$ cat src/include/timer0_pkg.sv
/*
  Constants, register map and carrier types of the 8-bit timer with a
  prescaler shared with the watchdog. Assumes a 250 MHz core clock from
  which four phases make one instruction cycle.
*/
// How it works
// - Timer mode, no prescaler: count each cycle
// - Count write blocks counting two cycles
// - Counter mode counts selected pin edges
// - Bit 5 picks pin or instruction clock
// - Bit 4 set counts falling, clear rising
// - Bit 3 gives prescaler to watchdog or timer
// - Rate field: timer 1:2..1:256, watchdog half
// - Prescaler hidden; count write clears it when it sits with the timer
// - Watchdog clear also clears its prescaler
// - Wrap from all-ones sets overflow flag
// - Software or a warm reset clears the overflow flag
// - Request only when flag and enable set
// - Sleep freezes the count
// - Pin events sampled on phases two, four
// - Configuration resets to all ones
// - Count kept through warm resets
`default_nettype none

package timer0_pkg;

  // ==========================================================
  // Register map
  localparam logic [1:0] CONFIG_ADDR = 2'h0;
  localparam logic [1:0] INTCTL_ADDR = 2'h1;
  localparam logic [1:0] COUNT_ADDR  = 2'h2;

  localparam logic [7:0] CONFIG_RESET = 8'hff;
  localparam logic [7:0] INTCTL_RESET = 8'h00;
  localparam logic [7:0] COUNT_RESET  = 8'h00;

  // Bit positions inside the interrupt control register.
  localparam int OVF_ENABLE_BIT = 5;
  localparam int OVF_FLAG_BIT   = 2;

  // ==========================================================
  // Timing
  localparam int         PHASES_PER_CYCLE = 4;
  localparam logic [1:0] INHIBIT_CYCLES   = 2'h2;

  // ==========================================================
  // Types
  typedef enum logic [1:0] {
    PH_ONE,
    PH_TWO,
    PH_THREE,
    PH_FOUR
  } phase_e;

  typedef struct packed {
    logic       pullup_off;
    logic       int_rising;
    logic       clock_source_select;
    logic       source_edge_select;
    logic       prescaler_assignment;
    logic [2:0] prescale_rate_field;
  } config_s;

  typedef struct packed {
    logic [1:0] addr;
    logic [7:0] wdata;
    logic       wr;
    logic       rd;
  } bus_req_s;

  // Mask of prescaler bits that must all be one for a tick out.
  function automatic logic [7:0] rate_mask(input logic [2:0] rate,
                                           input logic       watchdog);
    logic [8:0] full;
    full = 9'h001 << rate;
    if (!watchdog) begin
      full = full << 1;
    end
    rate_mask = full[7:0] - 8'h01;
  endfunction

endpackage

`default_nettype wire

$ cat src/logic/pin_edge_sync.sv
/*
  Two-flop synchroniser for the external count pin with an edge
  detector behind it. Assumes the pin is asynchronous to clock.
*/
`timescale 1ns/1ns
`default_nettype none

module pin_edge_sync (
  // Clock and reset
  input  wire logic clock,
  input  wire logic reset_n,
  input  wire logic ce,
  // Pin and edge choice
  input  wire logic pin,
  input  wire logic falling,
  // Result
  output logic      edge_pulse
);

  logic meta_q;
  logic sync_q;
  logic prev_q;

  // ==========================================================
  // Synchroniser
  // The first flop feeds only the second; the detector looks later.
  always_ff @(posedge clock or negedge reset_n) begin
    if (!reset_n) begin
      meta_q <= 1'b0;
      sync_q <= 1'b0;
      prev_q <= 1'b0;
    end else if (ce) begin
      meta_q <= pin;
      sync_q <= meta_q;
      prev_q <= sync_q;
    end
  end

  assign edge_pulse = falling ? (prev_q & ~sync_q)
                              : (~prev_q & sync_q);

endmodule

`default_nettype wire

$ cat src/logic/timer0_shared_prescaler.sv
/*
  Eight-bit timer and counter with a prescaler shared with the
  watchdog, plus its configuration, interrupt control and count
  registers on a plain register port. Assumes the register master
  and the watchdog run on clock, and the count pin is asynchronous.
*/
`timescale 1ns/1ns
`default_nettype none

module timer0_shared_prescaler
  import timer0_pkg::*;
#(
  parameter int PRES_W = 8
) (
  // Clock and reset
  input  wire logic     clock,
  input  wire logic     reset_n,
  input  wire logic     ce,
  input  wire logic     warm_reset,
  // Register port
  input  wire bus_req_s bus_req,
  output logic [7:0]    rd_data,
  // Core status
  input  wire logic     sleep,
  input  wire logic     watchdog_clear_instruction,
  // Count pin
  input  wire logic     external_count_pin,
  // Watchdog path
  input  wire logic     watchdog_tick,
  output logic          watchdog_scaled_tick,
  // Interrupt request
  output logic          overflow_irq
);

  // ==========================================================
  // Declarations
  config_s           config_q;
  logic [7:0]        intctl_q;
  logic [7:0]        count_q;
  logic [7:0]        rd_data_q;
  logic [PRES_W-1:0] pres_q;
  logic [1:0]        inhibit_q;
  logic              pend_q;
  phase_e            phase_q;

  logic       wr_config;
  logic       wr_intctl;
  logic       wr_count;
  logic       wd_side;
  logic       ext_edge;
  logic       raw_evt;
  logic       pres_evt;
  logic       pres_hold;
  logic       pres_done;
  logic       tmr_src;
  logic       sample_ph;
  logic       count_inc;
  logic [7:0] mask;

  assign wr_config = bus_req.wr && bus_req.addr == CONFIG_ADDR;
  assign wr_intctl = bus_req.wr && bus_req.addr == INTCTL_ADDR;
  assign wr_count  = bus_req.wr && bus_req.addr == COUNT_ADDR;
  assign wd_side   = config_q.prescaler_assignment;

  // ==========================================================
  // Instruction phases
  always_ff @(posedge clock or negedge reset_n) begin
    if (!reset_n) begin
      phase_q <= PH_ONE;
    end else if (ce) begin
      unique case (phase_q)
        PH_ONE:   phase_q <= PH_TWO;
        PH_TWO:   phase_q <= PH_THREE;
        PH_THREE: phase_q <= PH_FOUR;
        PH_FOUR:  phase_q <= PH_ONE;
      endcase
    end
  end

  // ==========================================================
  // Event sources
  pin_edge_sync u_pin_sync (
    .clock      (clock),
    .reset_n    (reset_n),
    .ce         (ce),
    .pin        (external_count_pin),
    .falling    (config_q.source_edge_select),
    .edge_pulse (ext_edge)
  );

  assign raw_evt = config_q.clock_source_select ? ext_edge
                                                : phase_q == PH_FOUR;
  assign pres_evt  = wd_side ? watchdog_tick : raw_evt;
  // The timer's half of the prescaler freezes with the count.
  assign pres_hold = sleep && !wd_side;
  assign mask      = rate_mask(config_q.prescale_rate_field, wd_side);
  assign pres_done = pres_evt && !pres_hold &&
                     ((pres_q[7:0] & mask) == mask);
  // Timer undivided only when the prescaler sits with the watchdog.
  assign tmr_src = wd_side ? raw_evt : pres_done;
  assign watchdog_scaled_tick = wd_side ? pres_done : watchdog_tick;

  // ==========================================================
  // Prescaler
  always_ff @(posedge clock or negedge reset_n) begin
    if (!reset_n) begin
      pres_q <= '0;
    end else if (ce) begin
      if (wr_count && !wd_side) begin
        pres_q <= '0;
      end else if (watchdog_clear_instruction && wd_side) begin
        pres_q <= '0;
      end else if (pres_evt && !pres_hold) begin
        pres_q <= pres_q + 1'b1;
      end
    end
  end

  // ==========================================================
  // Counter-mode synchronisation
  // Pin ticks wait for the next phase two or four, as the core would
  // see them; a tick landing on a sample phase is taken at once.
  assign sample_ph = phase_q == PH_TWO || phase_q == PH_FOUR;

  always_ff @(posedge clock or negedge reset_n) begin
    if (!reset_n) begin
      pend_q <= 1'b0;
    end else if (ce) begin
      if (!config_q.clock_source_select || sample_ph) begin
        pend_q <= 1'b0;
      end else if (tmr_src) begin
        pend_q <= 1'b1;
      end
    end
  end

  always_comb begin
    if (config_q.clock_source_select) begin
      count_inc = sample_ph && (pend_q || tmr_src);
    end else begin
      count_inc = tmr_src;
    end
    if (sleep || inhibit_q != 2'h0 || warm_reset) begin
      count_inc = 1'b0;
    end
  end

  // ==========================================================
  // Write inhibit
  always_ff @(posedge clock or negedge reset_n) begin
    if (!reset_n) begin
      inhibit_q <= 2'h0;
    end else if (ce) begin
      if (wr_count) begin
        inhibit_q <= INHIBIT_CYCLES;
      end else if (phase_q == PH_FOUR && inhibit_q != 2'h0) begin
        inhibit_q <= inhibit_q - 2'h1;
      end
    end
  end

  // ==========================================================
  // Count register
  // Only power-on clears it; a warm reset leaves it alone.
  always_ff @(posedge clock or negedge reset_n) begin
    if (!reset_n) begin
      count_q <= COUNT_RESET;
    end else if (ce) begin
      if (wr_count) begin
        count_q <= bus_req.wdata;
      end else if (count_inc) begin
        count_q <= count_q + 8'h01;
      end
    end
  end

  // ==========================================================
  // Configuration register
  always_ff @(posedge clock or negedge reset_n) begin
    if (!reset_n) begin
      config_q <= config_s'(CONFIG_RESET);
    end else if (ce) begin
      if (warm_reset) begin
        config_q <= config_s'(CONFIG_RESET);
      end else if (wr_config) begin
        config_q <= config_s'(bus_req.wdata);
      end
    end
  end

  // ==========================================================
  // Interrupt control register
  // A wrap in the same cycle as a software clear leaves the flag set.
  always_ff @(posedge clock or negedge reset_n) begin
    if (!reset_n) begin
      intctl_q <= INTCTL_RESET;
    end else if (ce) begin
      if (warm_reset) begin
        intctl_q <= INTCTL_RESET;
      end else begin
        if (wr_intctl) begin
          intctl_q <= bus_req.wdata;
        end
        // A count write in the wrap cycle wins, so no wrap happens.
        if (count_inc && !wr_count && count_q == 8'hff) begin
          intctl_q[OVF_FLAG_BIT] <= 1'b1;
        end
      end
    end
  end

  assign overflow_irq = intctl_q[OVF_FLAG_BIT] &&
                        intctl_q[OVF_ENABLE_BIT];

  // ==========================================================
  // Read data
  always_ff @(posedge clock or negedge reset_n) begin
    if (!reset_n) begin
      rd_data_q <= 8'h00;
    end else if (ce) begin
      if (bus_req.rd) begin
        unique case (bus_req.addr)
          CONFIG_ADDR: rd_data_q <= config_q;
          INTCTL_ADDR: rd_data_q <= intctl_q;
          COUNT_ADDR:  rd_data_q <= count_q;
          default:     rd_data_q <= 8'h00;
        endcase
      end else begin
        rd_data_q <= 8'h00;
      end
    end
  end

  assign rd_data = rd_data_q;
endmodule

`default_nettype wire

$ cat config.mk
export PLATFORM = sky130hd
export DESIGN_NAME = timer0_shared_prescaler
export DESIGN_NICKNAME = d
export VERILOG_FILES = /design/src/include/timer0_pkg.sv /design/src/logic/pin_edge_sync.sv /design/src/logic/timer0_shared_prescaler.sv
export SDC_FILE = /design/constraint.sdc
export NUM_CORES = 1
export LEC_CHECK = 0
export BUFFER_PORTS_ARGS = -buffer_cell sky130_fd_sc_hd__buf_2
export CAP_MARGIN = 20
export CORE_MARGIN = 2
export CORE_UTILIZATION = 53
export DETAILED_ROUTE_END_ITERATION = 16
export GPL_TIMING_DRIVEN = 0
export HOLD_SLACK_MARGIN = 0.08
export PLACE_DENSITY_LB_ADDON = 0.08
export SYNTH_ARGS = -nofsm -noshare
export SYNTH_HDL_FRONTEND = slang
export SYNTH_SLANG_ARGS = --single-unit
$ cat constraint.sdc
create_clock -name clock -period 3.16 [get_ports clock]
set_input_delay 0.158 -clock clock [delete_from_list [all_inputs] [get_ports clock]]
set_output_delay 0.158 -clock clock [all_outputs]
set_load 0.01 [all_outputs]
After elaboration in Yosys (flattened, before gate mapping). Index checks and enable logic that the tools add are counted.

Register bits: 48. Memory bits (read-only): 0. Input port bits: 20. Logic and storage cells: 98. Bits in latches: 0. RAM bits: 0. Memories kept: 0.

Divide/modulo/power cells: 0. Magnitude comparators: 0. Shift operators: 1. Equal/unequal tests: 7. $mul: 0. Muxes and demuxes: 25. Reductions and logical operators: 39. Bitwise gates (word level): 5. $add $sub $neg: 4.

Operators by type and width (count): $mux 8 (11); $pmux 8 s3 (1); $add 8x1->8 const B (2); $reduce_and 2->1 (7); $logic_and 1x1->1 (13); $reduce_bool 2->1 (6); $mux 1 (10); $and 8x8->8 (1); $eq 8x8->1 (1); $eq 8x8->1 const B (1); $pmux 2 s4 (1); $shl 1x3->8 const A (1); $sub 8x1->8 const B (1); $eq 2x2->1 const B (3); $reduce_bool 3->1 (2); $logic_or 1x1->1 (5); $eq 2x1->1 const B (2); $logic_not 1->1 (4); $logic_not 2->1 (2); $mux 2 (2); $and 1x1->1 (2); $not 1->1 (2); $sub 2x1->2 const B (1).

Depth between registers and ports, before layout.
Depth in word-level cells: 16. Mapped depth: 13. Depth with buffers taken out: 10.

Cells and area by module. From an unflattened synthesis, not the netlist that was laid out.

Cells, all modules: 337. Area total of the unflattened synthesis: 2967.8 µm².

Modules (own cells, without submodules): timer0_shared_prescaler (cells an instance 328, area an instance 2842.7 µm², instances 1, seq. area each 1136.1 µm²); pin_edge_sync (cells an instance 9, area an instance 125.1 µm², instances 1, seq. area each 75.1 µm²).

Least setup slack after synthesis. No wires, ideal clock.

Path type: register -> register. Start point: register config_q (netlist bit wd_side). End point: register count_q[1]. Arrival: 3.196 ns. Library setup time: 0.125 ns. Slack: -0.161 ns. Cell stages (with the launch flop): 13. Data required time: 3.035 ns. Cell sequence: dfstp_2 buf_2 clkbuf_1 xor2_1 or3_1 ha_1 or4b_1 a31o_1 a31o_2 o2111ai_2 o21ai_2 o221ai_4 mux2_4.

Word-level cells in the longest chain between the ends: 12. Elaborated cells on any way between the ends: 17. Those cells by class: 1 x add/sub; 1 x eq/ne; 5 x mux; 1 x bitwise; 9 x reduce/logical.

Ends and longest elaborated chain: from (decl) (line timer0_shared_prescaler.sv:37) `config_s config_q;`; from (signal assigned) (line timer0_shared_prescaler.sv:181) `config_q <= config_s'(CONFIG_RESET);`; from (signal assigned) (line timer0_shared_prescaler.sv:184) `config_q <= config_s'(CONFIG_RESET);`; from (signal assigned) (line timer0_shared_prescaler.sv:186) `config_q <= config_s'(bus_req.wdata);`; $mux 8 / $logic_not 1->1 (equally long branches) (line timer0_pkg.sv:76, timer0_shared_prescaler.sv:95); $sub 8x1->8 / $logic_and 1x1->1 (equally long branches) (line timer0_pkg.sv:79, timer0_shared_prescaler.sv:95); $and 8x8->8 / $logic_not 1->1 (equally long branches) (line timer0_shared_prescaler.sv:98, timer0_shared_prescaler.sv:97); $eq 8x8->1 / $logic_and 1x1->1 (equally long branches) (line timer0_shared_prescaler.sv:98, timer0_shared_prescaler.sv:97); $logic_and 1x1->1 (line timer0_shared_prescaler.sv:97) `assign pres_done = pres_evt && !pres_hold &&`; $mux 1 * (line timer0_shared_prescaler.sv:100) `assign tmr_src = wd_side ? raw_evt : pres_done;`; $logic_or 1x1->1 (line timer0_shared_prescaler.sv:139) `count_inc = sample_ph && (pend_q || tmr_src);`; $logic_and 1x1->1 (line timer0_shared_prescaler.sv:139); $mux 1 * (line timer0_shared_prescaler.sv:138) `if (config_q.clock_source_select) begin`; $mux 1 * (line timer0_shared_prescaler.sv:143) `if (sleep || inhibit_q != 2'h0 || warm_reset) begin`; $reduce_bool 2->1 (no line) *; $reduce_and 2->1 (no line) *; to (signal assigned) (line timer0_shared_prescaler.sv:170) `count_q <= bus_req.wdata;`; to (signal assigned) (line timer0_shared_prescaler.sv:172) `count_q <= count_q + 8'h01;`; to (decl) (line timer0_shared_prescaler.sv:39) `logic [7:0] count_q;`.

Mark *: on every way between the ends. The rest lies on a longest branch, timed or not. A chain may end at the register's enable or synchronous reset.

Worst setup path after layout. Ends and elaborated chain as after synthesis.

==> impl_metrics.py <==
metrics = {
    "synthesis": {
        "yosys_warnings": 0,
        "synth-xor-area-share_pct": 2.41,
        "syn-num-nets": 360,
        "synthMuxAreaShare_pct": 4.77,
        "synth_edf_count": 0,
        "synth_seq_cells": 48,
        "synthCells": 332,
        "yosysTopAreaCellShare_pct": 34.4,
        "ys_types": 59,
        "async_flop_share_pct": 100,
        "postSynthAreaPerCell_um2": 8.77,
        "synth_top_family_by_area": "simple AND/OR/NAND/NOR gates",
        "synth_compound_area_share_pct": 17.9,
        "yosysTopAreaCell": "dfrtp_1",
        "synth-simple-area-share_pct": 25.1,
        "yosys-top-cells-area": "dfrtp_1 (34%), dfstp_2 (7.2%), nand2_1 (4.9%)",
        "ys.flop_type": "dfrtp_1",
        "synth_fa_ha_area_share_pct": 3.44,
        "syn_area_um2": 2910,
        "seq_area_frac_synth_pct": 41.6,
    },
    "routing": {
        "drtAntennaViolNets": 0,
        "drtIter0Drc": 204,
        "wl_per_cell_um": 15.5,
        "vias": 2549,
        "post-route-drc-count": 0,
        "wl_um": 6900,
        "drt_first_pass_iters": 4,
        "vias_per_cell": 5.72,
    },
    "clock_tree": {
        "cts_buffers": 5,
        "cts_tree": "yes",
        "clkLatencyLatePin_ns": 0.31,
        "clkTransAtPathRegs_ns": 0.09,
        "cts.htree.levels": 2,
        "cts.path.max_buffers": 2,
        "clock_sinks": 48,
        "cts_root_buffer": "clkbuf_8",
    },
    "placement": {
        "dp.cells": 430,
        "hpwl_um": 4940,
        "placed_area_um2": 3150,
        "globalplace.congestion": 0.810,
        "portBuffers": 28,
    },
    "die": {
        "die_x_um": 78.1,
        "ios": 30,
        "coreArea_um2": 5200,
        "die-height_um": 78.1,
        "rows": 26,
        "fp.dieArea_um2": 6110,
        "initial_core_util_pct": 56.0,
    },
    "timing": {
        "rsz0062_at_grt": "yes",
        "skew_ns": 0.00991,
        "min_period_ns": 3.13,
        "final-hold-violation-count": 0,
        "fin_crit_sh_pct": 99.2,
        "finalMaxSlewViolations": 0,
        "final.setup.tns_ns": 0,
        "fmax_mhz": 319,
        "setup_violations": 0,
        "max_slew_margin_pct": 40.9,
        "worst_slew_pin_slew_ns": 0.884,
    },
    "setup_path": {
        "crit_path_cell_trace": "clkbuf_16, xor2_2, or3_1, ha_2, buf_4, or4_1, a31o_2, o2111ai_4, o21ai_2, o221ai_4, mux2_4",
        "cp.required_ns": 3.35,
        "startpoint_type": "register",
        "critPathMaxFanout": 10,
        "critPathSlowestCell": "dfstp_2",
        "end_kind": "register",
        "arrival_ns": 3.33,
        "crit_type": "reg -> reg",
        "critPathMaxStageDelay_ns": 0.59,
    },
    "power_and_ir_drop": {
        "total_power_uw": 1960,
        "peakVddDrop_uv": 345,
        "p_per_area_nw_per_um2": 574,
        "p_leak_uw": 0.00152,
    },
    "layout": {
        "stdcell_area_um2": 3420,
        "antennaDiodeCount": 0,
        "fin_nets": 403,
        "area_delta_synth_final_pct": 17.3,
        "layout.cells.non_filler": 446,
        "drive_above_1_share_pct": 20.5,
    },
    "grt": {
        "grt_usage_pct": 23.8,
        "grt_pass1_wl_um": 11500,
        "antenna_found_initial": 0,
        "grt_max_degree": 49,
        "overflow": 0,
        "grt_pass1_vias": 2434,
    },
    "run": {
        "drv_cap": 0,
    },
    "status": {
        "status": "finished, final reports clean",
    },
    "worst_hold_path": {
        "hold_class": "in -> reg",
    },
}
## worst max-delay path, delay by kind of cell (launching register included)
kind / cells / cell delay, ns
AO/OA/AOI/OAI: 4 / 0.71
multiplexers: 1 / 0.32
buffers and inverters: 2 / 0.32
adder cells (fa/ha/maj): 1 / 0.19
AND/OR/NAND/NOR: 2 / 0.82
flip-flops: 1 / 0.59
XOR/XNOR: 1 / 0.06
## placed cells by master, fill, tap and decap left out, types with 7 or more instances in the layout
master and instances:
o22ai_1 11, dfrtp_1 40, a21oi_1 18, clkbuf_1 13
ha_1 7, inv_1 15, mux2i_1 9, nand2b_1 9
buf_4 8, nand3b_1 7, dfstp_2 8, nor2_1 38
o21ai_0 23, nand2_1 38, nand4_1 7, buf_2 28
nand3_1 10
## cell families (layout without fill, tap and decap cells)
logic type | count (synthesis) | in the layout
adder cells (fa/ha/maj) | 8 | 8
flip-flops | 48 | 48
multiplexers | 13 | 13
buffers and inverters | 35 | 79
AO/OA/AOI/OAI | 79 | 79
XOR/XNOR | 8 | 8
AND/OR/NAND/NOR | 141 | 141
## power by group
part	leakage [µW]	internal, µW	switching [µW]	total [µW]
combinational	0.000865	299	353	652
clock	0.0000552	235	208	443
sequential	0.000595	741	125	866
total	0.00152	1270	686	1960
## state kept, by name, indices dropped and copies added, names as in the netlist, 2 cells and up
register / flops
pres_q: 8
inhibit_q: 2
config_q: 7
intctl_q: 8
count_q: 8
phase_q: 2
rd_data: 8
## path summary, 6_finish.rpt
check                                        startpoint                            end  slack, ns  cells after the start
worst max-delay path                wd_side$_DFFE_PN1P_         count_q[1]$_DFFE_PN0P_       0.03                     11
worst min-delay path                 external_count_pin  u_pin_sync.meta_q$_DFFE_PN0P_       0.09                      2
worst max register to register      wd_side$_DFFE_PN1P_         count_q[1]$_DFFE_PN0P_       0.03                     11
worst min register to register  config_q[6]$_DFFE_PN1P_        config_q[6]$_DFFE_PN1P_       0.48                      2
max in group asynchronous                       reset_n        config_q[7]$_DFFE_PN1P_       2.41                      3
min in group asynchronous                       reset_n        intctl_q[1]$_DFFE_PN0P_       0.22                      2
## area by class of cell
class                      instances  area (µm²)
inverter                          15        56.3
clock inverter                     2        35.0
buffer                            19         109
clock buffer                       6        72.6
fill                             459        1790
timing repair buffer              37         226
multi-input combinational        249        1620
sequential                        48        1210
tap                               70        87.6
## routing by layer
metal / routed length, µm / vias up / global-route usage [%]
met5: 0 / - / 0
met4: 101 / 0 / 7.02
met3: 349 / 11 / 3.56
met2: 3190 / 81 / 39.1
met1: 3260 / 1196 / 32.6
li1: - / 1261 / -
## cells in the mapped netlist, drive strengths merged, types with 4 or more instances
library cell	n
a21oi	20
dfrtp	40
nor2	38
ha	8
a31o	4
o21ai	26
and3	5
mux2i	9
buf	5
mux2	4
nand3b	7
o22ai	11
nand4	7
clkbuf	15
nand2	38
xor2	7
nand3	10
dfstp	8
inv	15
nand2b	9
## timing repair
| item | 4_1_cts | 5_1_grt |
|---|---|---|
| hold buffers | 0 | 1 |
| gates resized for setup | 8 | 10 |
| setup endpoints to repair | 9 | 10 |
| setup buffers | 5 | 2 |
| hold endpoints to repair | 0 | 44 |
| pin swaps | 6 | 3 |
## stage by stage
stage               utilization, %  hold WS (ns)  worst slack, ns
floorplan                        -        -0.138           0.0131
global placement              60.6         0.393           -0.242
detailed placement            60.6         0.404           -0.248
CTS                           64.2        0.0818         -0.00106
global route                  65.6        0.0970          -0.0659
finish                        65.6        0.0910           0.0256
(Power assumes the default switching activity.)
